<file path="config.mk">
export PLATFORM = sky130hd
export DESIGN_NAME = watchdog_timer_two_stage
export DESIGN_NICKNAME = d
export VERILOG_FILES = /design/src/watchdog_pkg.sv /design/src/watchdog_counter.sv /design/src/watchdog_timer_two_stage.sv
export VERILOG_INCLUDE_DIRS = /design/src
export SDC_FILE = /design/constraint.sdc
export NUM_CORES = 1
export LEC_CHECK = 0
export ABC_AREA = 1
export BUFFER_PORTS_ARGS = -buffer_cell sky130_fd_sc_hd__buf_4
export CAP_MARGIN = 15
export CORE_MARGIN = 5
export CORE_UTILIZATION = 50
export DETAILED_ROUTE_END_ITERATION = 12
export PLACE_DENSITY = 0.71
export SETUP_SLACK_MARGIN = 0.05
export SYNTH_ARGS = -nofsm -noshare
export SYNTH_HDL_FRONTEND = slang
export SYNTH_SLANG_ARGS = --single-unit
</file>
<file path="constraint.sdc">
create_clock -name ref_clk -period 2.27 [get_ports ref_clk]
set_input_delay 0.3405 -clock ref_clk [delete_from_list [all_inputs] [get_ports ref_clk]]
set_output_delay 0.3405 -clock ref_clk [all_outputs]
set_load 0.05 [all_outputs]
</file>
<file path="src/watchdog_params.svh">
// Register offsets, field positions, reset values and key for the watchdog
`ifndef WATCHDOG_PARAMS_SVH
`define WATCHDOG_PARAMS_SVH
`define WD_ADDR_W 12
`define WD_OFF_RELOAD 12'h000
`define WD_OFF_VALUE 12'h004
`define WD_OFF_CONTROL 12'h008
`define WD_OFF_CLEAR 12'h00c
`define WD_OFF_RAW 12'h010
`define WD_OFF_MASKED 12'h014
`define WD_OFF_GUARD 12'hc00
`define WD_BIT_IRQ_EN 0
`define WD_BIT_RST_EN 1
`define WD_RELOAD_RESET 32'hffffffff
`define WD_UNLOCK_KEY 32'h1acce551
`define WD_GUARD_LOCKED 32'h00000001
`define WD_GUARD_UNLOCKED 32'h00000000
`endif

</file>
<file path="src/watchdog_pkg.sv">
// Types shared by the watchdog design
package watchdog_pkg;
  typedef logic [31:0] word_type;
  typedef logic [11:0] addr_type;
endpackage : watchdog_pkg

</file>
<file path="src/watchdog_counter.sv">
// Down counter with load and zero detection for the watchdog
module watchdog_counter #(
  parameter int WIDTH = 32
) (
  input wire logic ref_clk,
  input wire logic rst_n,
  input wire logic load,
  input wire logic [WIDTH-1:0] load_value,
  input wire logic run,
  output logic [WIDTH-1:0] count,
  output logic at_zero
);
  initial
  begin
    if (WIDTH < 2 || WIDTH > 32)
    begin
      $error("watchdog_counter: WIDTH out of range");
    end
  end

  // Load wins over decrement, so a reload never loses a cycle to the count
  always_ff @(posedge ref_clk)
  begin
    if (!rst_n)
    begin
      count <= '1;
    end
    else if (load)
    begin
      count <= load_value;
    end
    else if (run && count != '0)
    begin
      count <= count - WIDTH'(1);
    end
  end

  assign at_zero = (count == '0);
endmodule : watchdog_counter

</file>
<file path="src/watchdog_timer_two_stage.sv">
// Two-stage watchdog: time-out interrupt, then system reset request
//
// The address-and-strobe port and the register addresses are this design's own decisions.
`include "watchdog_params.svh"

module watchdog_timer_two_stage #(
  parameter int WIDTH = 32
) (
  input wire logic ref_clk,
  input wire logic rst_n,
  input wire watchdog_pkg::addr_type reg_addr,
  input wire watchdog_pkg::word_type reg_wdata,
  input wire logic reg_write,
  input wire logic reg_read,
  output watchdog_pkg::word_type reg_rdata,
  output logic nmi_request,
  output logic reset_request
);
  import watchdog_pkg::*;

  // Field positions and offsets must leave the decode unambiguous
  initial
  begin
    if (WIDTH != 32)
    begin
      $error("watchdog_timer_two_stage: only a 32-bit counter is served");
    end
    if (`WD_BIT_IRQ_EN == `WD_BIT_RST_EN)
    begin
      $error("watchdog_timer_two_stage: control fields overlap");
    end
    if (`WD_BIT_IRQ_EN > 31 || `WD_BIT_RST_EN > 31)
    begin
      $error("watchdog_timer_two_stage: control field outside the word");
    end
    if (`WD_GUARD_LOCKED == `WD_GUARD_UNLOCKED)
    begin
      $error("watchdog_timer_two_stage: guard readback cannot show the lock state");
    end
    if (`WD_OFF_GUARD == `WD_OFF_RELOAD || `WD_OFF_GUARD == `WD_OFF_CLEAR)
    begin
      $error("watchdog_timer_two_stage: guard offset collides with a locked register");
    end
  end

  // --------------------------------------------------------------------
  // Register state
  // --------------------------------------------------------------------
  word_type interval_reload_reg;
  logic timeout_irq_enable;
  logic reset_output_enable;
  logic access_locked;
  logic timeout_flag;
  logic zero_seen;
  logic counter_load;
  word_type counter_load_value;
  word_type count;
  logic at_zero;

  function automatic logic hit(input addr_type a, input addr_type off);
    hit = (a == off);
  endfunction : hit

  // Control readback follows the field positions, not a fixed layout
  function automatic word_type control_word(input logic irq_en, input logic rst_en);
    control_word = 32'h00000000;
    control_word[`WD_BIT_IRQ_EN] = irq_en;
    control_word[`WD_BIT_RST_EN] = rst_en;
  endfunction : control_word

  function automatic word_type flag_word(input logic flag);
    flag_word = {31'h0, flag};
  endfunction : flag_word

  // --------------------------------------------------------------------
  // Write decode
  // --------------------------------------------------------------------
  logic wr_reload;
  logic wr_control;
  logic wr_clear;
  logic wr_guard;
  logic enable_rise;
  logic any_load;

  // The guard register is always writable, otherwise a lock could never be lifted
  always_comb
  begin
    wr_reload = 1'b0;
    wr_control = 1'b0;
    wr_clear = 1'b0;
    wr_guard = 1'b0;
    if (!reg_write)
    begin
      wr_guard = 1'b0;
    end
    else if (hit(reg_addr, `WD_OFF_GUARD))
    begin
      wr_guard = 1'b1;
    end
    else if (access_locked)
    begin
      // Locked: every other register ignores the write
      wr_reload = 1'b0;
    end
    else if (hit(reg_addr, `WD_OFF_RELOAD))
    begin
      wr_reload = 1'b1;
    end
    else if (hit(reg_addr, `WD_OFF_CONTROL))
    begin
      // Control ignores writes once the interrupt enable is set
      wr_control = !timeout_irq_enable;
    end
    else if (hit(reg_addr, `WD_OFF_CLEAR))
    begin
      wr_clear = 1'b1;
    end
  end

  assign enable_rise = wr_control && reg_wdata[`WD_BIT_IRQ_EN];
  // A write that loads the counter itself hides a zero seen in the same cycle
  assign any_load = wr_reload || wr_clear || enable_rise;

  // --------------------------------------------------------------------
  // Register writes
  // --------------------------------------------------------------------
  always_ff @(posedge ref_clk)
  begin
    if (!rst_n)
    begin
      interval_reload_reg <= `WD_RELOAD_RESET;
    end
    else if (wr_reload)
    begin
      interval_reload_reg <= reg_wdata;
    end
  end

  always_ff @(posedge ref_clk)
  begin
    if (!rst_n)
    begin
      timeout_irq_enable <= 1'b0;
      reset_output_enable <= 1'b0;
    end
    else if (wr_control)
    begin
      // Only reset brings the enable back low, so the write can only set it
      timeout_irq_enable <= reg_wdata[`WD_BIT_IRQ_EN];
      reset_output_enable <= reg_wdata[`WD_BIT_RST_EN];
    end
  end

  always_ff @(posedge ref_clk)
  begin
    if (!rst_n)
    begin
      access_locked <= 1'b0;
    end
    else if (wr_guard)
    begin
      access_locked <= (reg_wdata != `WD_UNLOCK_KEY);
    end
  end

  // --------------------------------------------------------------------
  // Counter control
  // --------------------------------------------------------------------
  // Zero is seen once per pass; the reload in the same cycle starts the next pass
  logic timeout_event;
  // Masked by the write decode, not by counter_load, so counter_load never feeds back into itself
  assign timeout_event = timeout_irq_enable && at_zero && !any_load;

  always_comb
  begin
    counter_load = 1'b0;
    counter_load_value = interval_reload_reg;
    if (wr_reload)
    begin
      counter_load = 1'b1;
      counter_load_value = reg_wdata;
    end
    else if (wr_clear || enable_rise)
    begin
      counter_load = 1'b1;
    end
    else if (timeout_event)
    begin
      counter_load = 1'b1;
    end
  end

  watchdog_counter #(
    .WIDTH(WIDTH)
  ) counter (
    .ref_clk(ref_clk),
    .rst_n(rst_n),
    .load(counter_load),
    .load_value(counter_load_value),
    .run(timeout_irq_enable),
    .count(count),
    .at_zero(at_zero)
  );

  // --------------------------------------------------------------------
  // Time-out flag and reset request
  // --------------------------------------------------------------------
  // Zero written, enabled or not: the counter loads zero, so flag now
  logic zero_write;
  assign zero_write = wr_reload && reg_wdata == '0;

  always_ff @(posedge ref_clk)
  begin
    if (!rst_n)
    begin
      timeout_flag <= 1'b0;
    end
    else if (timeout_event || zero_write)
    begin
      // Set wins over a clear in the same cycle; a reload write never clears
      timeout_flag <= 1'b1;
    end
    else if (wr_clear)
    begin
      timeout_flag <= 1'b0;
    end
  end

  always_ff @(posedge ref_clk)
  begin
    if (!rst_n)
    begin
      zero_seen <= 1'b0;
    end
    else
    begin
      zero_seen <= timeout_event && timeout_flag && reset_output_enable;
    end
  end

  always_ff @(posedge ref_clk)
  begin
    if (!rst_n)
    begin
      reset_request <= 1'b0;
    end
    else if (zero_seen)
    begin
      reset_request <= 1'b1;
    end
  end

  always_ff @(posedge ref_clk)
  begin
    if (!rst_n)
    begin
      nmi_request <= 1'b0;
    end
    else
    begin
      // Non-maskable: follows the flag whenever the watchdog is enabled
      nmi_request <= timeout_flag && timeout_irq_enable;
    end
  end

  // --------------------------------------------------------------------
  // Read port
  // --------------------------------------------------------------------
  word_type next_rdata;

  // Reads have no side effects, so the decode is purely combinational
  always_comb
  begin
    next_rdata = 32'h00000000;
    if (!reg_read)
    begin
      next_rdata = 32'h00000000;
    end
    else if (hit(reg_addr, `WD_OFF_RELOAD))
    begin
      next_rdata = interval_reload_reg;
    end
    else if (hit(reg_addr, `WD_OFF_VALUE))
    begin
      next_rdata = count;
    end
    else if (hit(reg_addr, `WD_OFF_CONTROL))
    begin
      next_rdata = control_word(timeout_irq_enable, reset_output_enable);
    end
    else if (hit(reg_addr, `WD_OFF_RAW))
    begin
      next_rdata = flag_word(timeout_flag);
    end
    else if (hit(reg_addr, `WD_OFF_MASKED))
    begin
      next_rdata = flag_word(timeout_flag && timeout_irq_enable);
    end
    else if (hit(reg_addr, `WD_OFF_GUARD))
    begin
      next_rdata = access_locked ? `WD_GUARD_LOCKED : `WD_GUARD_UNLOCKED;
    end
    else
    begin
      // Unmapped offsets and the write-only clear register read zero
      next_rdata = 32'h00000000;
    end
  end

  // Read data stand for one cycle only and are zero otherwise
  always_ff @(posedge ref_clk)
  begin
    if (!rst_n)
    begin
      reg_rdata <= 32'h00000000;
    end
    else
    begin
      reg_rdata <= next_rdata;
    end
  end
endmodule : watchdog_timer_two_stage

</file>
==> flow_metrics.tcl, run 1 <==
set metrics [dict create \
    result_of_the_run "completed" \
    crit_path_top_delay_cell "dfxtp_1" \
    dp_hpwl_mm 11.0 \
    root_buffer "clkbuf_8" \
    synth.top_cell.area_share 0.373 \
    hold_class "in -> reg" \
    worst_r2r_startpoint "counter.count[0]" \
    critical_path_maximum_fanout 15 \
    synthFlopType "dfxtp_1" \
    fin_crit_sh 0.863 \
    die_area_um2 13300 \
    ys_types 31 \
    number_of_global_route_vias_before_repair 5140 \
    maximum_buffer_depth_of_the_clock_tree 2 \
    synth_largest_area_cell "dfxtp_1" \
    timing_worst_setup_path_type "reg -> reg" \
    largest_family_of_logic_cells_by_synthesized_area "simple AND/OR/NAND/NOR gates" \
    numPortBuffers 81 \
    irDropWorstVdd_mv 0.392 \
    drt-initial-drc-count 511 \
    yosys.area_share.xor_xnor 0.0317 \
    effective_utilization_at_floorplan 0.510 \
    reg2reg_depth 13 \
    min_period_ns 1.96 \
    net_count_after_synthesis 919 \
    design.final.nets 997 \
    antenna_left 0 \
    finalSetupTns_ns 0 \
    p_per_area_nw_per_um2 511 \
    height_of_the_chip_um 115 \
    number_of_synthesized_register_bits 103 \
    clock_tree_from_tritoncts "done" \
    synth-simple-area-share 0.365 \
    worst_hold_path.endpoint "reset_output_enable" \
    worstSkewPairLatency_ns 0.40 \
    synth_compound_gate_area_share 0.103 \
    wl_mm 15.3 \
    avgRoutedWirePerCell_um 14.0 \
    via_count 5615 \
    ys_seq_area_frac 0.373 \
    crit_chain "inv_1 -> ha_1 -> nand2_1 -> nor2_4 -> buf_4 -> inv_1 -> nor2_1 -> nand3_1 -> nand2_1 -> nor2_4 -> nand2_1 -> nand3_1 -> nand2_1" \
    worst_pin_slew_ns 0.544 \
    crit_path_frequent_cell "nand2_1" \
    grt_pass1_wl_mm 25.3 \
    synth_adder_area_share 0.00227 \
    maximum_number_of_pins_on_one_net_before_global_route_repair 65 \
    clock-sinks 103 \
    rrSetupSlack_ns 0.31 \
    drt-pass1-iter-count 5 \
    critical_path_required_ns 2.56 \
    max-cap-violations 0 \
    slew_viol_final 0 \
    clk_pin_slew_ns 0.10 \
    core-area_um2 10800 \
    io_pins 82 \
    reg2reg_to "counter.count[24]" \
    start_kind "flop" \
    globalRouteTotalUtil 0.241 \
    num_antenna_cells 0 \
    min_delay_path_depth 3 \
    ys.warnings.count 0 \
    drc 0 \
    h_tree_levels 3 \
    synth_async_sr_flop_share 0 \
    worstPathBufferInverterCount 3 \
    average_cell_area_after_synthesis_um2 6.35 \
    drt-vias-per-instance 5.14 \
    gr-total-overflow 0 \
    total_leakage_power_nw 3.18 \
    endpoint_class_of_the_critical_path "flop" \
    critical_path_at_ns 2.25 \
    synthCells 870 \
    final_hold_violating_endpoints 0 \
    yosys-top-cells-area "dfxtp_1 37%, nand2_1 18%, inv_1 8.9%, nand3_1 5.9%, o21ai_0 5.6%" \
    cpPeakStageDelay_ns 0.34 \
    holdCritStartpoint "reg_wdata[1]" \
    floorplan.rows 38 \
    finalPower_mw 3.36 \
    synth_edf_count 0 \
    clock.fmax_ghz 0.510 \
    number_of_antenna_violations_at_the_first_check_in_global_routing 0 \
    tritoncts.num_buffers 9 \
    chipWidth_um 115 \
    muxShareOfSynthArea 0 \
    critical_path.top_delay_family "simple AND/OR/NAND/NOR gates" \
    syn-cell-area_um2 5520 \
    worst_clock_skew_ns 0.0123 \
    layout_overhead_on_the_synthesized_area_pct 19.0 \
    layout-drive-gt1-share 0.150 \
    relSlewSlack 0.634 \
    gp_congestion 0.983 \
    rsz_0062_raised_after_global_routing "false" \
    setup_viol 0 \
]
per-stage QoR:
step / util / hold slack [ns] / cells / worst slack (ns) / area [um2]
2_1_floorplan: - / 0.411 / 870 / 0.406 / 5520
3_3_place_gp: 0.582 / 0.414 / 1074 / 0.152 / 6310
3_5_place_dp: 0.582 / 0.453 / 1074 / 0.0894 / 6310
4_1_cts: 0.604 / 0.215 / 1090 / 0.188 / 6550
5_1_grt: 0.606 / 0.271 / 1093 / 0.120 / 6570
6_report: 0.606 / 0.238 / 1093 / 0.311 / 6570
report_power, final:
| part | total (mW) | internal (mW) | leakage, nW | switching, mW |
|---|---|---|---|---|
| registers | 1.81 | 1.81 | 0.832 | 0.000498 |
| logic | 0.154 | 0.0683 | 2.23 | 0.0856 |
| clock network | 1.40 | 0.731 | 0.120 | 0.666 |
metal layers:
layer  track usage  part of all wire  up-vias
li1              -                 -     2900
met1         0.331              0.46     2520
met2         0.375              0.45      177
met3        0.0474             0.070       18
met4        0.0892             0.020        0
met5             0                 0        -
cell usage after synthesis (3+ instances only):
cell type,n
o21ai_0,62
nand2_1,265
nor2_1,71
nor3_1,4
buf_6,4
xor2_1,19
nand3_1,65
or2_2,5
buf_2,15
inv_1,131
nor4_1,7
a21oi_1,34
clkbuf_1,17
nor2_2,6
dfxtp_1,103
nand2_2,3
o21ai_1,11
nand4_1,31
cells by family (layout without fill, tap and decap cells):
group | Yosys count | after routing
simple gates | 465 | 465
buf+inv | 170 | 253
compound gates | 111 | 111
flops | 103 | 103
xor+xnor | 20 | 20
fa+ha+maj | 1 | 1
timing repair:
action / 4_1_cts / 5_1_grt
setup endpoints to repair: 0 / 30
gates resized for setup: 0 / 1
setup buffers: 0 / 3
hold buffers: 0 / 0
worst min-delay path, stage by stage:
cell and delay, ns:
buf_4 0.08, o21ai_0 0.07, a21oi_1 0.10
worst max-delay path by stage:
| stage | from | end | slack, ns | cells after the start |
|---|---|---|---|---|
| 2_1_floorplan | counter.count[0] | counter.count[14] | 0.41 | 12 |
| 3_3_place_gp | reg_addr[7] | counter.count[30] | 0.15 | 11 |
| 3_5_place_dp | reg_addr[7] | counter.count[14] | 0.09 | 11 |
| 4_1_cts | counter.count[0] | counter.count[24] | 0.19 | 12 |
| 5_1_grt | counter.count[0] | counter.count[13] | 0.12 | 13 |
| 6_report | counter.count[0] | counter.count[24] | 0.31 | 13 |
placed cells by master (no fill, tap or decap), drive strengths merged, types with 4 or more instances in the layout:
| cell type | Yosys | final |
|---|---|---|
| nand2 | 269 | 269 |
| nor4 | 7 | 7 |
| xor2 | 19 | 19 |
| clkbuf | 17 | 10 |
| inv | 134 | 134 |
| dfxtp | 103 | 103 |
| buf | 19 | 103 |
| nand3 | 67 | 67 |
| nor3 | 4 | 4 |
| nor2 | 79 | 79 |
| o21ai | 73 | 73 |
| nand4 | 33 | 33 |
| or2 | 5 | 5 |
| a21oi | 34 | 34 |
final cells by class:
| type | count | area [um2] |
|---|---|---|
| repair buffers | 103 | 811 |
| well taps | 140 | 175 |
| fillers | 1091 | 4270 |
| multi-input cells | 597 | 2780 |
| flip-flops and latches | 103 | 2060 |
| inverters | 134 | 505 |
| clock buffers | 10 | 128 |
| clock inverters | 6 | 109 |
Power figures use the tool's default switching activity.
==> run 2, diff against run 1 <==
- GPL_TIMING_DRIVEN: default -> 0
==> run 2 against run 1 <==
Compared with the run above: cell area grew 0.67%; global-route usage grew 2.8 points; fmax shrank 6.0%; clock skew shrank 0.0015 ns; flip-flop and latch count is the same; combinational power grew 4%; register-to-register slack lost 0.13 ns; critical path type unchanged.
==> flow_metrics.tcl, run 2 (synthesized netlist as in run 1, its figures left out) <==
set metrics [dict create \
    result_of_the_run "completed" \
    drt-initial-drc-count 533 \
    die_area_um2 13300 \
    design.final.nets 1015 \
    clock-sinks 103 \
    start_kind "flop" \
    final_hold_violating_endpoints 0 \
    worst_pin_slew_ns 0.700 \
    antenna_left 0 \
    height_of_the_chip_um 115 \
    num_antenna_cells 0 \
    layout-drive-gt1-share 0.152 \
    maximum_buffer_depth_of_the_clock_tree 2 \
    top_usage_layer "met2" \
    most-common-layout-cells "265 x nand2_1, 131 x inv_1, 103 x dfxtp_1" \
    drt-vias-per-instance 5.26 \
    drc 0 \
    effective_utilization_at_floorplan 0.510 \
    worstSkewPairLatency_ns 0.39 \
    numPortBuffers 81 \
    worst_clock_skew_ns 0.0108 \
    wl_mm 17.5 \
    clock_tree_from_tritoncts "done" \
    min_period_ns 2.08 \
    min_delay_path_depth 3 \
    reg2reg_to "counter.count[30]" \
    grt_use_met3 0.0574 \
    fin_crit_sh 0.918 \
    layout.filler_cells 1105 \
    endpoint_class_of_the_critical_path "flop" \
    maximum_number_of_pins_on_one_net_before_global_route_repair 16 \
    clock.fmax_ghz 0.480 \
    max-cap-violations 0 \
    setup_viol 0 \
    slew_viol_final 0 \
    number_of_antenna_violations_at_the_first_check_in_global_routing 0 \
    global_route.usage.met2 0.422 \
    p_per_area_nw_per_um2 501 \
    number_of_global_route_vias_before_repair 5396 \
    critical_path_required_ns 2.56 \
    timing.critical_path.from "counter.count[0]" \
    finalPower_mw 3.32 \
    critical_path_at_ns 2.37 \
    post_layout_nonfiller_instances 1110 \
    total_leakage_power_nw 3.20 \
    dpl.cell_count 1091 \
    timing_worst_setup_path_type "reg -> reg" \
    gp_congestion 0.958 \
    avgRoutedWirePerCell_um 15.7 \
    grt_util_met1 0.360 \
    grt_pass1_wl_mm 27.7 \
    reg2reg_depth 14 \
    core-area_um2 10800 \
    globalRouteTotalUtil 0.268 \
    root_buffer "clkbuf_8" \
    gr-total-overflow 0 \
    holdCritStartpoint "reg_wdata[1]" \
    relSlewSlack 0.529 \
    io_pins 82 \
    via_count 5843 \
    hold_class "in -> reg" \
    chipWidth_um 115 \
    worst_hold_path.endpoint "reset_output_enable" \
    rrSetupSlack_ns 0.19 \
    h_tree_levels 3 \
    floorplan.rows 38 \
    final_common_cell "nand2_1" \
    clk_pin_slew_ns 0.10 \
    drt-pass1-iter-count 5 \
    post-route-worst-setup-slack_ns 0.185 \
    layout_overhead_on_the_synthesized_area_pct 19.8 \
    tritoncts.num_buffers 9 \
    worst_r2r_startpoint "counter.count[0]" \
    critical_path_maximum_fanout 10 \
    rsz_0062_raised_after_global_routing "false" \
    dp_worst_setup_slack_ns -0.295 \
    irDropWorstVdd_mv 0.338 \
    dp_hpwl_mm 12.9 \
]
-- run 2: worst max path at each step --
stage | end | slack, ns | cells after the start
finish | counter.count[30] | 0.19 | 14
global route | counter.count[27] | 0.04 | 14
CTS | counter.count[29] | 0.11 | 14
detailed placement | counter.count[10] | -0.29 | 13
global placement | counter.count[10] | -0.23 | 13
floorplan | counter.count[14] | 0.41 | 12
-- run 2: metal layers --
layer	wire (um)	part of all wire
met5	0	0
met4	544	0.031
met3	1400	0.080
met2	7620	0.44
met1	7900	0.45
-- run 2: critical path: stages, from the launching register on --
cell and delay (ns):
dfxtp_1 0.35, inv_1 0.11, ha_4 0.21, nand2_1 0.13
nor2_4 0.05, buf_4 0.14, inv_1 0.06, nor2_1 0.06
nand3_1 0.07, nand2_1 0.09, nor2_4 0.27, clkbuf_4 0.26
nand2_1 0.07, nand3_1 0.07, nand2_1 0.05
-- run 2: area by class of cell --
cell class / count / area, um2 / area share
multi-input combinational: 597 / 2820 / 0.427
sequential: 103 / 2060 / 0.312
timing repair buffer: 85 / 638 / 0.0964
inverter: 134 / 505 / 0.0764
buffer: 36 / 188 / 0.0284
tap: 140 / 175 / 0.0265
clock buffer: 11 / 131 / 0.0199
clock inverter: 4 / 95.1 / 0.0144
-- run 2: power breakdown --
part           total (mW)  internal, mW  switching [mW]  leakage (nW)
clock network        1.35         0.726           0.626         0.113
logic               0.160        0.0685          0.0914          2.26
registers            1.81          1.81        0.000518         0.832
total                3.32          2.60           0.718          3.20
-- run 2: stage by stage --
| step | cell area, um2 | setup TNS, ns | hold WS (ns) | utilization |
|---|---|---|---|---|
| after global placement | 6310 | -7.90 | 0.419 | 0.582 |
| after detailed placement | 6310 | -9.74 | 0.422 | 0.582 |
| after floorplan | 5520 | 0 | 0.411 | - |
| after CTS | 6570 | 0 | 0.244 | 0.606 |
| after global routing | 6620 | 0 | 0.276 | 0.610 |
| final | 6620 | 0 | 0.242 | 0.610 |
-- run 2: repair_timing --
item	4_1_cts	5_1_grt
setup endpoints to repair	32	50
setup buffers	2	2
hold buffers	0	0
resized for setup	3	9
cloned	0	0
pin swaps	1	1
==> run 3, diff against run 2 <==
- SYNTH_HIERARCHICAL: default -> 1
==> run 3 against run 2 <==
Compared with the run above: die area rose by 5.8%; total power rose by 6.4%; first-iteration DRC count decreased by 12%; fmax down 3.5%; register-to-register slack worse by 0.08 ns; cell area increased by 9.2%; via count up 2.1%; routed wire length is 0.25% higher; critical path depth unchanged; sequential share of layout area shrank 2.3 points; global-route usage shrank 2.0 points.
==> flow_metrics.tcl, run 3 <==
set metrics [dict create \
    result_of_the_run "completed" \
    num_antenna_cells 0 \
    ys.warnings.count 6 \
    numPortBuffers 81 \
    worst_r2r_startpoint "counter/count[0]" \
    start_kind "flop" \
    globalRouteTotalUtil 0.248 \
    layout-drive-gt1-share 0.282 \
    synth-simple-area-share 0.421 \
    most-common-layout-cells "241 x nand2_1, 95 x buf_4, 90 x inv_1" \
    timing_worst_setup_path_type "reg -> reg" \
    effective_utilization_at_floorplan 0.513 \
    gr-total-overflow 0 \
    crit_chain "inv_2 -> ha_4 -> nand2_4 -> nor2_8 -> nand2_4 -> nor4_4 -> nand2_2 -> nand3_4 -> inv_8 -> clkbuf_8 -> o21ai_0 -> nand2_1 -> nand2_1 -> nand3_1" \
    most_frequent_cell_after_synthesis "nand2_1" \
    height_of_the_chip_um 118 \
    chipWidth_um 118 \
    muxShareOfSynthArea 0 \
    number_of_synthesized_register_bits 103 \
    wl_mm 17.5 \
    number_of_global_route_vias_before_repair 5606 \
    yosys-top-cells-area "dfxtp_1 35%, nand2_1 16%, nor2_1 6.0%, inv_1 5.9%, nand3_1 5.5%" \
    clock-sinks 103 \
    slew_viol_final 0 \
    wirelength_met1_mm 7.76 \
    synthFlopType "dfxtp_1" \
    floorplan.rows 39 \
    irDropWorstVdd_mv 0.543 \
    grt_pass1_wl_mm 28.1 \
    rsz_0062_raised_after_global_routing "true" \
    holdCritStartpoint "rst_n" \
    io_pins 82 \
    synth.top_cell.area_share 0.351 \
    design.final.nets 1021 \
    maximum_number_of_pins_on_one_net_before_global_route_repair 17 \
    drt-vias-per-instance 5.32 \
    maximum_buffer_depth_of_the_clock_tree 2 \
    synth_largest_area_cell "dfxtp_1" \
    relSlewSlack 0.591 \
    worst_clock_skew_ns 0.0101 \
    ys_types 37 \
    worst_pin_slew_ns 0.613 \
    tritoncts.num_buffers 9 \
    core-area_um2 11500 \
    worstSkewPairLatency_ns 0.36 \
    via_count 5963 \
    layout.filler_cells 1070 \
    setup_viol 0 \
    hold_class "in -> reg" \
    critical_path_required_ns 2.50 \
    h_tree_levels 3 \
    average_cell_area_after_synthesis_um2 6.76 \
    largest_family_of_logic_cells_by_synthesized_area "simple AND/OR/NAND/NOR gates" \
    fin_crit_sh 0.952 \
    post-route-util 0.630 \
    drt-initial-drc-count 468 \
    net_count_after_synthesis 919 \
    post-route-worst-setup-slack_ns 0.109 \
    avgRoutedWirePerCell_um 15.6 \
    post_layout_nonfiller_instances 1120 \
    yosys.area_share.xor_xnor 0.0119 \
    clock.fmax_ghz 0.463 \
    die_area_um2 14000 \
    endpoint_class_of_the_critical_path "flop" \
    clk_pin_slew_ns 0.07 \
    root_buffer "clkbuf_16" \
    final_common_cell "nand2_1" \
    max-cap-violations 0 \
    critical_path_maximum_fanout 10 \
    cpPeakStageDelay_ns 0.34 \
    synth_edf_count 0 \
    cts.hold.buffers_added 0 \
    timing.critical_path.from "counter/count[0]" \
    wl_met3_mm 1.48 \
    finalInstanceArea_um2 7230 \
    dp_hpwl_mm 13.2 \
    multi_input_comb_area_um2 3300 \
    antenna_left 0 \
    finalPower_mw 3.53 \
    dr.max_layer_used "met4" \
    total_leakage_power_nw 3.48 \
    register_area_um2 2090 \
    drt-pass1-iter-count 5 \
    crit_path_top_delay_cell "dfxtp_1" \
    drc 0 \
    clock_tree_from_tritoncts "done" \
    synth_commonest_cells "244 x nand2_1, 103 x dfxtp_1, 94 x nor2_1" \
    number_of_antenna_violations_at_the_first_check_in_global_routing 0 \
    layout_overhead_on_the_synthesized_area_pct 22.9 \
    synth_adder_area_share 0.00213 \
    synthCells 870 \
    synth_compound_gate_area_share 0.112 \
    critical_path_at_ns 2.39 \
    synth_async_sr_flop_share 0 \
    min_period_ns 2.16 \
    gp_congestion 0.914 \
    dp_worst_setup_slack_ns -0.831 \
    dpl.cell_count 1094 \
    syn-cell-area_um2 5880 \
    p_per_area_nw_per_um2 489 \
    final_hold_violating_endpoints 0 \
    routed-wl-met2_mm 7.90 \
    ys_seq_area_frac 0.351 \
    dpl-instance-area_um2 6670 \
]
run 3: cell types whose count changed after synthesis, moves of 17 or more:
cell     previous run  this run
nand4_1            31        13
xor2_1             19         2
o21ai_2             0        32
o21ai_0            62        22
inv_1             131        93
nand2_2             3        36
or2_1               0        32
nand2_1           265       244
nor2_1             71        94
run 3: final cells by class:
type / instances / area share
Buffer: 31 / 0.0412
Clock buffer: 13 / 0.0374
Clock inverter: 3 / 0.00346
Inverter: 97 / 0.0514
Multi-Input combinational cell: 639 / 0.456
Sequential cell: 103 / 0.289
Tap cell: 143 / 0.0248
Timing Repair Buffer: 91 / 0.0970
run 3: final timing paths:
kind,end,slack (ns),depth (start not counted)
max,counter/count[2],0.11,14
min,reset_output_enable,0.25,3
max reg2reg,counter/count[2],0.11,14
min reg2reg,reset_request,0.45,2
run 3: cells by family after synthesis:
family,after synthesis
simple gates,527
buf+inv,128
compound gates,103
flops,103
xor+xnor,8
fa+ha+maj,1
run 3: worst max-delay path, delay by kind of cell, from the launching register on:
| family | cells | cell delay [ns] |
|---|---|---|
| buf+inv | 3 | 0.34 |
| compound gates | 1 | 0.08 |
| simple gates | 9 | 1.11 |
| fa+ha+maj | 1 | 0.15 |
| flops | 1 | 0.34 |
run 3: timing repair:
| action | CTS | global route |
|---|---|---|
| hold endpoints to repair | 0 | 0 |
| buffers inserted | 5 | 4 |
| pin swaps | 6 | 8 |
| endpoints found under the setup margin | 32 | 32 |
| gates cloned | 0 | 1 |
| gates resized for setup | 33 | 31 |
run 3: metal layers:
| layer | vias up | GRT usage |
|---|---|---|
| li1 | 2937 | - |
| met1 | 2743 | 0.335 |
| met2 | 251 | 0.391 |
| met3 | 32 | 0.0597 |
| met4 | 0 | 0.0836 |
| met5 | - | 0 |
run 3: where the power goes:
part	internal, mW	switching (mW)
combinational	0.0740	0.102
sequential	1.81	0.000746
clock	0.842	0.705
total	2.72	0.808
run 3: through the flow:
stage | setup TNS [ns] | hold WS, ns
finish | 0 | 0.252
global placement | -22.69 | 0.427
detailed placement | -22.76 | 0.433
floorplan | 0 | 0.411
CTS | 0 | 0.241
global route | -0.0204 | 0.249
